## config.mk

```make
export PLATFORM = sky130hd
export DESIGN_NAME = nvm_access_ctrl
export DESIGN_NICKNAME = d
export VERILOG_FILES = /design/src/hdl/nvm_pkg.sv /design/src/hdl/nvm_access_ctrl.sv
export VERILOG_INCLUDE_DIRS = /design/src /design/src/hdl
export SDC_FILE = /design/constraint.sdc
export NUM_CORES = 1
export LEC_CHECK = 0
export BUFFER_PORTS_ARGS = -buffer_cell sky130_fd_sc_hd__clkbuf_2
export CAP_MARGIN = 20
export CELL_PAD_IN_SITES_DETAIL_PLACEMENT = 1
export CELL_PAD_IN_SITES_GLOBAL_PLACEMENT = 1
export CORE_UTILIZATION = 50
export DETAILED_ROUTE_END_ITERATION = 10
export GPL_TIMING_DRIVEN = 0
export PLACE_DENSITY_LB_ADDON = 0.12
export SLEW_MARGIN = 15
export SYNTH_ARGS = -nofsm -noshare
export SYNTH_HDL_FRONTEND = slang
export SYNTH_SLANG_ARGS = --single-unit
```

## constraint.sdc

```tcl
create_clock -name sys_clk -period 2.3 [get_ports sys_clk]
set_clock_uncertainty 0.1 [all_clocks]
set_input_delay 0.46 -clock sys_clk [delete_from_list [all_inputs] [get_ports sys_clk]]
set_output_delay 0.46 -clock sys_clk [all_outputs]
set_load 0.01 [all_outputs]
```

## src/hdl/nvm_params.svh

```systemverilog
/*
  constants of the byte-wide nonvolatile data memory access controller:
  special-function offsets, field positions, reset values and timing counts.
  assumes it is included by bare name from the controller, the checker and the bench.
*/
// Notes on behaviour
// - store 64 or 128 bytes, one byte per access
// - single-byte access via address, data, control registers
// - control register at 40H, bank 1, indirect only
// - address register 6 or 7 bits, upper zero
// - control bits 3..0 permits/triggers, reset 0
// - write trigger ignored unless write permit set
// - read trigger ignored unless read permit set
// - read end clears read trigger, data valid
// - data register holds until next operation
// - write cycle timed by asynchronous internal timer
// - write end clears write trigger by itself
// - power-on clears write permit
// - power-on bank select is bank 0
// - write end sets done and multi-function flags
// - vector needs all enables and stack room
// - service clears multi-function flag only
// - indirect uses bank select, direct bank 0
`ifndef NVM_PARAMS_SVH
`define NVM_PARAMS_SVH

// special-function offsets
`define NVM_OFF_WIN1 8'h02
`define NVM_OFF_PTR1 8'h03
`define NVM_OFF_BANK 8'h04
`define NVM_OFF_IRQ 8'h0B
`define NVM_OFF_ADDR 8'h1E
`define NVM_OFF_DATA 8'h1F
`define NVM_OFF_CTRL 8'h40
`define NVM_CTRL_BANK 1'b1

// control register fields
`define NVM_BIT_WPERMIT 3
`define NVM_BIT_WTRIG 2
`define NVM_BIT_RPERMIT 1
`define NVM_BIT_RTRIG 0

// interrupt register fields
`define NVM_BIT_GIE 0
`define NVM_BIT_DONE_EN 1
`define NVM_BIT_MF_EN 2
`define NVM_BIT_DONE_FLAG 3
`define NVM_BIT_MF_FLAG 4

// address masks for the two capacities
`define NVM_ADDR_MASK_SMALL 8'h3F
`define NVM_ADDR_MASK_LARGE 8'h7F
`define NVM_DEPTH 128

// reset values
`define NVM_CTRL_RESET 1'b0
`define NVM_BANK_RESET 1'b0
`define NVM_BYTE_RESET 8'h00

// timing
`define NVM_CLK_NS 4
`define NVM_READ_NS 8
`define NVM_WRITE_TICKS 4'h4

`endif

```

## src/hdl/nvm_pkg.sv

```systemverilog
/*
  types shared by the access controller: state codes, the cpu request
  carrier and the register select vector.
  assumes nvm_params.svh sits on the include path.
*/
package nvm_pkg;

    // one-hot cycle states
    typedef enum logic [2:0] {
        NVM_IDLE  = 3'b001,
        NVM_READ  = 3'b010,
        NVM_WRITE = 3'b100
    } nvm_state_e;

    // one data-memory access from the cpu
    typedef struct packed {
        logic wr;        // write strobe
        logic rd;        // read strobe
        logic indirect;  // access through window one
        logic [7:0] addr;
        logic [7:0] wdata;
    } nvm_req_s;

    // which register an access lands on
    typedef struct packed {
        logic ctrl;
        logic addr;
        logic data;
        logic ptr;
        logic bank;
        logic irq;
    } nvm_sel_s;

endpackage : nvm_pkg

```

## src/hdl/nvm_access_ctrl.sv

```systemverilog
/*
  access controller of the byte-wide nonvolatile data memory: address, data
  and control registers, bank select and pointer one for indirect access,
  read and write cycles, write-done interrupt flags.
  assumes a cpu issuing one access per strobe on sys_clk and a free-running
  write timer clock arriving as an asynchronous pin.
*/
`timescale 1ns/1ns
`include "nvm_params.svh"

module nvm_access_ctrl
    import nvm_pkg::*;
#(
    parameter bit LARGE_VARIANT = 1'b1  // 1: 128 bytes, 0: 64 bytes
)
(
    // clock and reset
    input wire logic sys_clk,
    input wire logic rst_n,
    // cpu data-memory access
    input wire nvm_req_s cpu_req,
    output logic [7:0] cpu_rdata,
    // interrupt handshake
    input wire logic stack_full,
    input wire logic irq_ack,
    output logic irq_request,
    // asynchronous write timer
    input wire logic nvm_timer_clk_pin,
    // status
    output logic nvm_busy
);

    // read cycle length derived from its time, rounded up
    localparam int READ_CYCLES = (`NVM_READ_NS + `NVM_CLK_NS - 1) / `NVM_CLK_NS;
    localparam logic [3:0] READ_LAST = 4'(READ_CYCLES - 1);
    localparam logic [3:0] WRITE_LAST = `NVM_WRITE_TICKS - 4'h1;
    // implemented address bits for this capacity
    localparam logic [7:0] ADDR_MASK =
        LARGE_VARIANT ? `NVM_ADDR_MASK_LARGE : `NVM_ADDR_MASK_SMALL;

    // decode one access to a register select; used for reads and writes
    function automatic nvm_sel_s nvm_decode(
        input logic indirect,
        input logic [7:0] addr,
        input logic [7:0] ptr,
        input logic bank
    );
        logic [7:0] off;
        logic eff_bank;
        nvm_sel_s s;
        off = indirect ? ptr : addr;
        eff_bank = indirect ? bank : 1'b0;
        s.ctrl = (off == `NVM_OFF_CTRL) && (eff_bank == `NVM_CTRL_BANK);
        // special-function registers answer in every bank
        s.addr = (off == `NVM_OFF_ADDR);
        s.data = (off == `NVM_OFF_DATA);
        s.ptr = (off == `NVM_OFF_PTR1);
        s.bank = (off == `NVM_OFF_BANK);
        s.irq = (off == `NVM_OFF_IRQ);
        return s;
    endfunction : nvm_decode

    // storage: flip-flops, never reset, as the cells keep their data
    logic [7:0] mem [0:`NVM_DEPTH-1];
    logic mem_we;                       // write strobe at write end

    // register state and next values
    nvm_state_e state_reg, state_next;
    logic [3:0] cnt_reg, cnt_next;      // read cycles or timer ticks
    logic [7:0] addr_reg, addr_next;    // address register
    logic [7:0] data_reg, data_next;    // data register
    logic [7:0] cap_addr_reg, cap_addr_next;  // address of running cycle
    logic [7:0] cap_data_reg, cap_data_next;  // data of running write
    logic wpermit_reg, wpermit_next;
    logic wtrig_reg, wtrig_next;
    logic rpermit_reg, rpermit_next;
    logic rtrig_reg, rtrig_next;
    logic [7:0] ptr_reg, ptr_next;      // indirect pointer one
    logic bank_reg, bank_next;          // bank select
    logic gie_reg, gie_next;            // global interrupt enable
    logic den_reg, den_next;            // done interrupt enable
    logic mfen_reg, mfen_next;          // multi-function enable
    logic done_reg, done_next;          // done request flag
    logic mf_reg, mf_next;              // multi-function request flag
    logic [7:0] rdata_reg, rdata_next;  // cpu read answer

    // timer pin synchroniser and edge detector
    logic tick_meta_reg, tick_sync_reg, tick_prev_reg;
    logic tick_edge;

    // select vector of the current access
    nvm_sel_s sel;

    // the write timer runs on its own oscillator; only its rising edge,
    // taken from the second stage, advances the write cycle
    always_ff @(posedge sys_clk)
    begin
        if (!rst_n)
        begin
            tick_meta_reg <= 1'b0;
            tick_sync_reg <= 1'b0;
            tick_prev_reg <= 1'b0;
        end
        else
        begin
            tick_meta_reg <= nvm_timer_clk_pin;
            tick_sync_reg <= tick_meta_reg;
            tick_prev_reg <= tick_sync_reg;
        end
    end

    assign tick_edge = tick_sync_reg & ~tick_prev_reg;

    // next-state logic of registers, flags and cycle sequencer
    always_comb
    begin
        state_next = state_reg;
        cnt_next = cnt_reg;
        addr_next = addr_reg;
        data_next = data_reg;
        cap_addr_next = cap_addr_reg;
        cap_data_next = cap_data_reg;
        wpermit_next = wpermit_reg;
        wtrig_next = wtrig_reg;
        rpermit_next = rpermit_reg;
        rtrig_next = rtrig_reg;
        ptr_next = ptr_reg;
        bank_next = bank_reg;
        gie_next = gie_reg;
        den_next = den_reg;
        mfen_next = mfen_reg;
        done_next = done_reg;
        mf_next = mf_reg;
        rdata_next = rdata_reg;
        mem_we = 1'b0;
        sel = nvm_decode(cpu_req.indirect, cpu_req.addr, ptr_reg, bank_reg);

        // cpu writes
        if (cpu_req.wr)
        begin
            if (sel.addr)
            begin
                addr_next = cpu_req.wdata & ADDR_MASK;
            end
            if (sel.data)
            begin
                data_next = cpu_req.wdata;
            end
            if (sel.ptr)
            begin
                ptr_next = cpu_req.wdata;
            end
            if (sel.bank)
            begin
                bank_next = cpu_req.wdata[0];
            end
            if (sel.ctrl)
            begin
                wpermit_next = cpu_req.wdata[`NVM_BIT_WPERMIT];
                rpermit_next = cpu_req.wdata[`NVM_BIT_RPERMIT];
                // triggers belong to hardware while a cycle runs
                if (state_reg == NVM_IDLE)
                begin
                    // a trigger only takes if its permit is already on
                    wtrig_next = cpu_req.wdata[`NVM_BIT_WTRIG] & wpermit_reg;
                    // write wins if software breaks the one-trigger habit
                    rtrig_next = cpu_req.wdata[`NVM_BIT_RTRIG] & rpermit_reg
                        & ~wtrig_next;
                end
            end
            if (sel.irq)
            begin
                gie_next = cpu_req.wdata[`NVM_BIT_GIE];
                den_next = cpu_req.wdata[`NVM_BIT_DONE_EN];
                mfen_next = cpu_req.wdata[`NVM_BIT_MF_EN];
                done_next = cpu_req.wdata[`NVM_BIT_DONE_FLAG];
                mf_next = cpu_req.wdata[`NVM_BIT_MF_FLAG];
            end
        end

        // servicing the vector clears only the multi-function flag
        if (irq_ack)
        begin
            mf_next = 1'b0;
        end

        // cpu reads answer one cycle later from a flip-flop
        if (cpu_req.rd)
        begin
            rdata_next = 8'h00;
            if (sel.addr)
            begin
                rdata_next = addr_reg;
            end
            else if (sel.data)
            begin
                rdata_next = data_reg;
            end
            else if (sel.ptr)
            begin
                rdata_next = ptr_reg;
            end
            else if (sel.bank)
            begin
                rdata_next = {7'h00, bank_reg};
            end
            else if (sel.ctrl)
            begin
                rdata_next = {4'h0, wpermit_reg, wtrig_reg, rpermit_reg, rtrig_reg};
            end
            else if (sel.irq)
            begin
                rdata_next = {3'h0, mf_reg, done_reg, mfen_reg, den_reg, gie_reg};
            end
        end

        // cycle sequencer; its updates come last so hardware wins
        case (state_reg)
            NVM_IDLE:
            begin
                if (wtrig_reg && wpermit_reg)
                begin
                    // freeze address and data for the whole cycle
                    cap_addr_next = addr_reg;
                    cap_data_next = data_reg;
                    cnt_next = 4'h0;
                    state_next = NVM_WRITE;
                end
                else if (rtrig_reg && rpermit_reg)
                begin
                    cap_addr_next = addr_reg;
                    cnt_next = 4'h0;
                    state_next = NVM_READ;
                end
                else
                begin
                    // a permit dropped before start kills the request
                    if (!wpermit_reg)
                    begin
                        wtrig_next = 1'b0;
                    end
                    if (!rpermit_reg)
                    begin
                        rtrig_next = 1'b0;
                    end
                end
            end
            NVM_READ:
            begin
                cnt_next = cnt_reg + 4'h1;
                if (cnt_reg == READ_LAST)
                begin
                    // fetched byte overrides a same-cycle cpu data write
                    data_next = mem[cap_addr_reg[6:0]];
                    rtrig_next = 1'b0;
                    state_next = NVM_IDLE;
                end
            end
            NVM_WRITE:
            begin
                if (tick_edge)
                begin
                    cnt_next = cnt_reg + 4'h1;
                    if (cnt_reg == WRITE_LAST)
                    begin
                        mem_we = 1'b1;
                        wtrig_next = 1'b0;
                        // set wins over a clear in the same cycle
                        done_next = 1'b1;
                        mf_next = 1'b1;
                        state_next = NVM_IDLE;
                    end
                end
            end
            default:
            begin
                state_next = NVM_IDLE;
            end
        endcase
    end

    // register update; power-on clears permits, triggers and bank
    always_ff @(posedge sys_clk)
    begin
        if (!rst_n)
        begin
            state_reg <= NVM_IDLE;
            cnt_reg <= 4'h0;
            addr_reg <= `NVM_BYTE_RESET;
            data_reg <= `NVM_BYTE_RESET;
            cap_addr_reg <= `NVM_BYTE_RESET;
            cap_data_reg <= `NVM_BYTE_RESET;
            wpermit_reg <= `NVM_CTRL_RESET;
            wtrig_reg <= `NVM_CTRL_RESET;
            rpermit_reg <= `NVM_CTRL_RESET;
            rtrig_reg <= `NVM_CTRL_RESET;
            ptr_reg <= `NVM_BYTE_RESET;
            bank_reg <= `NVM_BANK_RESET;
            gie_reg <= 1'b0;
            den_reg <= 1'b0;
            mfen_reg <= 1'b0;
            done_reg <= 1'b0;
            mf_reg <= 1'b0;
            rdata_reg <= `NVM_BYTE_RESET;
        end
        else
        begin
            state_reg <= state_next;
            cnt_reg <= cnt_next;
            addr_reg <= addr_next;
            data_reg <= data_next;
            cap_addr_reg <= cap_addr_next;
            cap_data_reg <= cap_data_next;
            wpermit_reg <= wpermit_next;
            wtrig_reg <= wtrig_next;
            rpermit_reg <= rpermit_next;
            rtrig_reg <= rtrig_next;
            ptr_reg <= ptr_next;
            bank_reg <= bank_next;
            gie_reg <= gie_next;
            den_reg <= den_next;
            mfen_reg <= mfen_next;
            done_reg <= done_next;
            mf_reg <= mf_next;
            rdata_reg <= rdata_next;
        end
    end

    // byte store; only the completed write cycle touches it
    always_ff @(posedge sys_clk)
    begin
        if (mem_we)
        begin
            mem[cap_addr_reg[6:0]] <= cap_data_reg;
        end
    end

    // outputs
    assign cpu_rdata = rdata_reg;
    assign nvm_busy = (state_reg != NVM_IDLE);
    // vector only with every enable on and room on the return stack
    assign irq_request = mf_reg & gie_reg & den_reg & mfen_reg & ~stack_full;

endmodule : nvm_access_ctrl

```

After elaboration in Yosys (flattened, before gate mapping)
Memories as Yosys holds them, arrays and structs flattened. A register that Yosys moved wholly into a read port is not among the register bits.
Index checks and enable logic that the tools add are counted.
Widths: inputs -> output; s select.
{"block": "word_totals", "regBits": 66, "memories": 1, "input_bits": 24, "mem_bits_rw": 1024}
{"block": "classes", "bitwise_logic": 11, "reduce_logical": 14, "eq_ne": 16, "n_addsub": 1, "mux": 59}
{"memory": "mem", "words": 128, "word_bits": 8, "rd": 1, "rd_ports_with_merged_regs": 1, "write_ports": 1, "line": "nvm_access_ctrl.sv:64", "rtl": "logic [7:0] mem [0:`NVM_DEPTH-1];"}
{"cell": "$mux 8", "count": 8}
{"cell": "$mux 1", "count": 32}
{"cell": "$mux 7", "count": 4}
{"cell": "$eq 8x5->1 const B", "count": 2}
{"cell": "$mux 3", "count": 5}
{"cell": "$mux 5", "count": 3}
{"cell": "$reduce_and 2->1", "count": 7}
{"cell": "$mux 4", "count": 3}
{"cell": "$pmux 4 s3", "count": 1}
{"cell": "$pmux 3 s3", "count": 1}
{"cell": "$and 1x1->1", "count": 8}
{"cell": "$eq 8x2->1 const B", "count": 1}
{"cell": "$eq 8x3->1 const B", "count": 1}
{"cell": "$eq 8x4->1 const B", "count": 1}
{"cell": "$eq 8x7->1 const B", "count": 1}
{"cell": "$ne 2x2->1 const B", "count": 3}
{"cell": "$ne 3x1->1 const B", "count": 2}
{"cell": "$add 4x1->4 const B", "count": 1}
{"cell": "$eq 4x1->1 const B", "count": 1}
{"cell": "$eq 4x2->1 const B", "count": 1}
{"cell": "$pmux 1 s2", "count": 2}
{"cell": "$reduce_and 4->1", "count": 1}
{"cell": "$eq 3x1->1 const B", "count": 1}
{"cell": "$eq 3x2->1 const B", "count": 1}
{"cell": "6 further kinds", "count": 10}

Longest topological paths before layout
{"block": "depth", "word_depth": 10, "mapped_depth": 12}

Worst setup path before layout
Ideal clock, no wire load.
{"block": "synth_path", "kind": "register -> register", "startpoint": "reg cap_data_reg[0]", "endpoint": "mem mem[0][0], data pin", "path_slack_ps": -167, "t_required_ps": 1671, "arrival_time_ps": 1838, "path_stages_with_launch": 1, "setup_time_ps": 529, "cell_sequence": "dfxtp_1"}
{"element": "from (decl)", "line": "nvm_access_ctrl.sv:73", "rtl": "logic [7:0] cap_data_reg, cap_data_next;"}
{"element": "from (signal assigned)", "line": "nvm_access_ctrl.sv:292", "rtl": "cap_data_reg <= `NVM_BYTE_RESET;"}
{"element": "from (signal assigned)", "line": "nvm_access_ctrl.sv:313", "rtl": "cap_data_reg <= cap_data_next;"}
{"element": "to (decl)", "line": "nvm_access_ctrl.sv:64"}
No word-level cell before the write port.

==> impl_metrics.yaml <==
run_status:
  outcome: "finished with violations"
  violations: "setup timing"
finish:
  utilization: 0.643
  finalInstanceArea_um2: 55800
  fillCellCount: 7153
  synthToLayoutAreaGrowth_pct: 27.4
  drive_gt1_frac: 0.396
  final_cell_mix: "edfxtp_1 (1024), mux4_2 (180), buf_4 (165)"
  final_common_cell: "edfxtp_1"
  final_cells: 3946
  nNetsFinal: 2721
  largest_register_ffs: 1024
timing:
  finalHoldViolations: 0
  finalSetupViolations: 33
  timing.fmax_mhz: 319
  fin_ws_ns: -0.832
  slew_viol_final: 0
  slew_headroom: 0.256
  tightest_slew_ns: 1.12
  fin_crit_ns: 3.13
  period_share: 1.36
  rsz0062_at_grt: "true"
place:
  dp_hpwl_um: 93900
  gp_congestion: 0.925
  place_inst: 3450
  dp_slack_ns: -2.40
  io_buffer_count: 33
  dpl_cell_area_um2: 45700
die:
  dieArea_um2: 88700
  die_h_um: 298
  initial_utilization: 0.505
  io_pins: 34
  placeableCoreArea_um2: 86800
  num_rows: 108
  dieWidth_um: 298
global_route:
  antenna_found_initial: 3
  grt_pass1_wl_um: 212000
  grt.total_usage: 0.348
  gr-total-overflow: 0
  grt_pass1_vias: 26200
  grt_max_degree: 78
routing:
  via_per_inst: 6.76
  drt_first_pass_iters: 6
  wl_um: 162000
  route.antenna.remaining_nets: 0
  remaining_drc_errors: 0
  drtIter0Drc: 3925
  detail_route.wl_per_cell_um: 41.0
  vias: 26700
critical_path:
  worstSetupPathType: "flip-flop to flip-flop"
  cp_max_fo: 10
  end_kind: "flip-flop"
  worstPathRequired_ns: 2.79
  rrSetupSlack_ns: -0.83
  cp.arrival_ns: 3.63
  crit_path_start_kind: "flip-flop"
  r2r.worst_path.cells: 10
clocking:
  cts_tree: "done"
  clock_path_buffers: 3
  clock_insertion_delay_worst_skew_ns: 0.74
  cts_sinks: 1097
  cts_buffers: 112
  root_buffer: "clkbuf_16"
  htreeDepth: 3
  clkTransAtPathRegs_ns: 0.07
synthesis:
  syn_nets: 2277
  postSynthCellCount: 2251
  syn_area_per_cell_um2: 19.4
  synth_top_flop_cell: "edfxtp_1"
  synth.distinct_cells: 83
  async_reset_ff_frac: 0
  synth_area_um2: 43800
  yosysSeqAreaShare: 0.736
  ys_seq_elements: 1097
  synth_edf_count: 1024
  yosys_warnings: 0
power:
  leakagePower_uw: 0.0177
  p_per_area_nw_per_um2: 708
  total_power_uw: 39500
  ir_drop_mv: 0.718
min_path:
  holdPathStages: 3
  hp-class: "input pin to flip-flop"
flow_run:
  max-cap-violations: 0
==> logic make-up after synthesis <==
| family | synth area share |
|---|---|
| AOI/OAI and AO/OA | 0.0393 |
| xor gates and xnor gates | 0.000800 |
| buffers and inverters | 0.0260 |
| adders and majority gates | 0.000572 |
| muxes | 0.156 |
| and+or+nand+nor | 0.0420 |
| DFF | 0.736 |
==> critical path, cell delays in order (launching register included) <==
cell	delay, ns
dfxtp_4	0.44
buf_12	0.17
buf_16	0.18
buf_16	0.19
buf_16	0.18
buf_12	0.20
mux4_2	0.37
a221oi_4	0.58
o22ai_2	0.18
o22ai_4	0.27
a21oi_1	0.09
==> synthesized netlist by cell type, types with 25 or more instances <==
cell,count,area share
mux4_2,163,0.084
buf_6,25,0.0064
nand2_1,58,0.0050
dfxtp_1,73,0.033
o221ai_1,27,0.0054
o22ai_1,30,0.0043
mux4_1,55,0.033
o21ai_0,25,0.0029
clkbuf_1,34,0.0029
edfxtp_1,1024,0.70
nand3_1,26,0.0030
mux2i_1,149,0.034
a21oi_1,27,0.0031
nor2_1,217,0.019
==> layer usage <==
layer,vias to the layer above,GRT usage,routed length [µm]
met5,-,0,0
met4,0,0.176,11900
met3,516,0.0795,18000
met2,1956,0.541,73600
met1,14000,0.465,58300
li1,10200,-,-
==> through the flow <==
step	TNS (ns)	hold slack [ns]
after floorplan	-32.18	0.312
after detailed placement	-1487.06	0.321
final	-6.36	0.0255
after global placement	-1688.16	0.333
after global routing	-8.14	0.0362
after CTS	-6.54	0.00353
==> layout make-up <==
type                            instances  area, µm²  share of cell area
Sequential cell                      1097      32300               0.578
Multi-Input combinational cell       1023      12600               0.226
Timing Repair Buffer                  333       4030              0.0722
Clock buffer                          139       2960              0.0530
Buffer                                118       1920              0.0345
Tap cell                             1155       1450              0.0259
Clock inverter                         70        533             0.00955
Inverter                               10       45.0            0.000807
Antenna cell                            1       2.50           0.0000449
==> path summary, 6_finish.rpt <==
kind,start,end
min reg2reg,tick_meta_reg,tick_sync_reg
min,cpu_req[3],wpermit_reg
max,flip-flop,data_reg[6]
max reg2reg,flip-flop,data_reg[6]
==> power breakdown <==
part | switching [µW] | internal (µW)
clock | 8100 | 9780
sequential | 6.37 | 21500
combinational | 92.6 | 51.3
==> what timing repair did <==
item / 4_1_cts / 5_1_grt
buffers inserted: 165 / 108
pin swaps: 110 / 93
cloned: 7 / 5
gates resized for setup: 615 / 136
hold endpoints to repair: 12 / 0
setup endpoints to repair: 1067 / 944
hold buffers: 8 / 0
No activity file was read; power rests on OpenSTA's default activity.
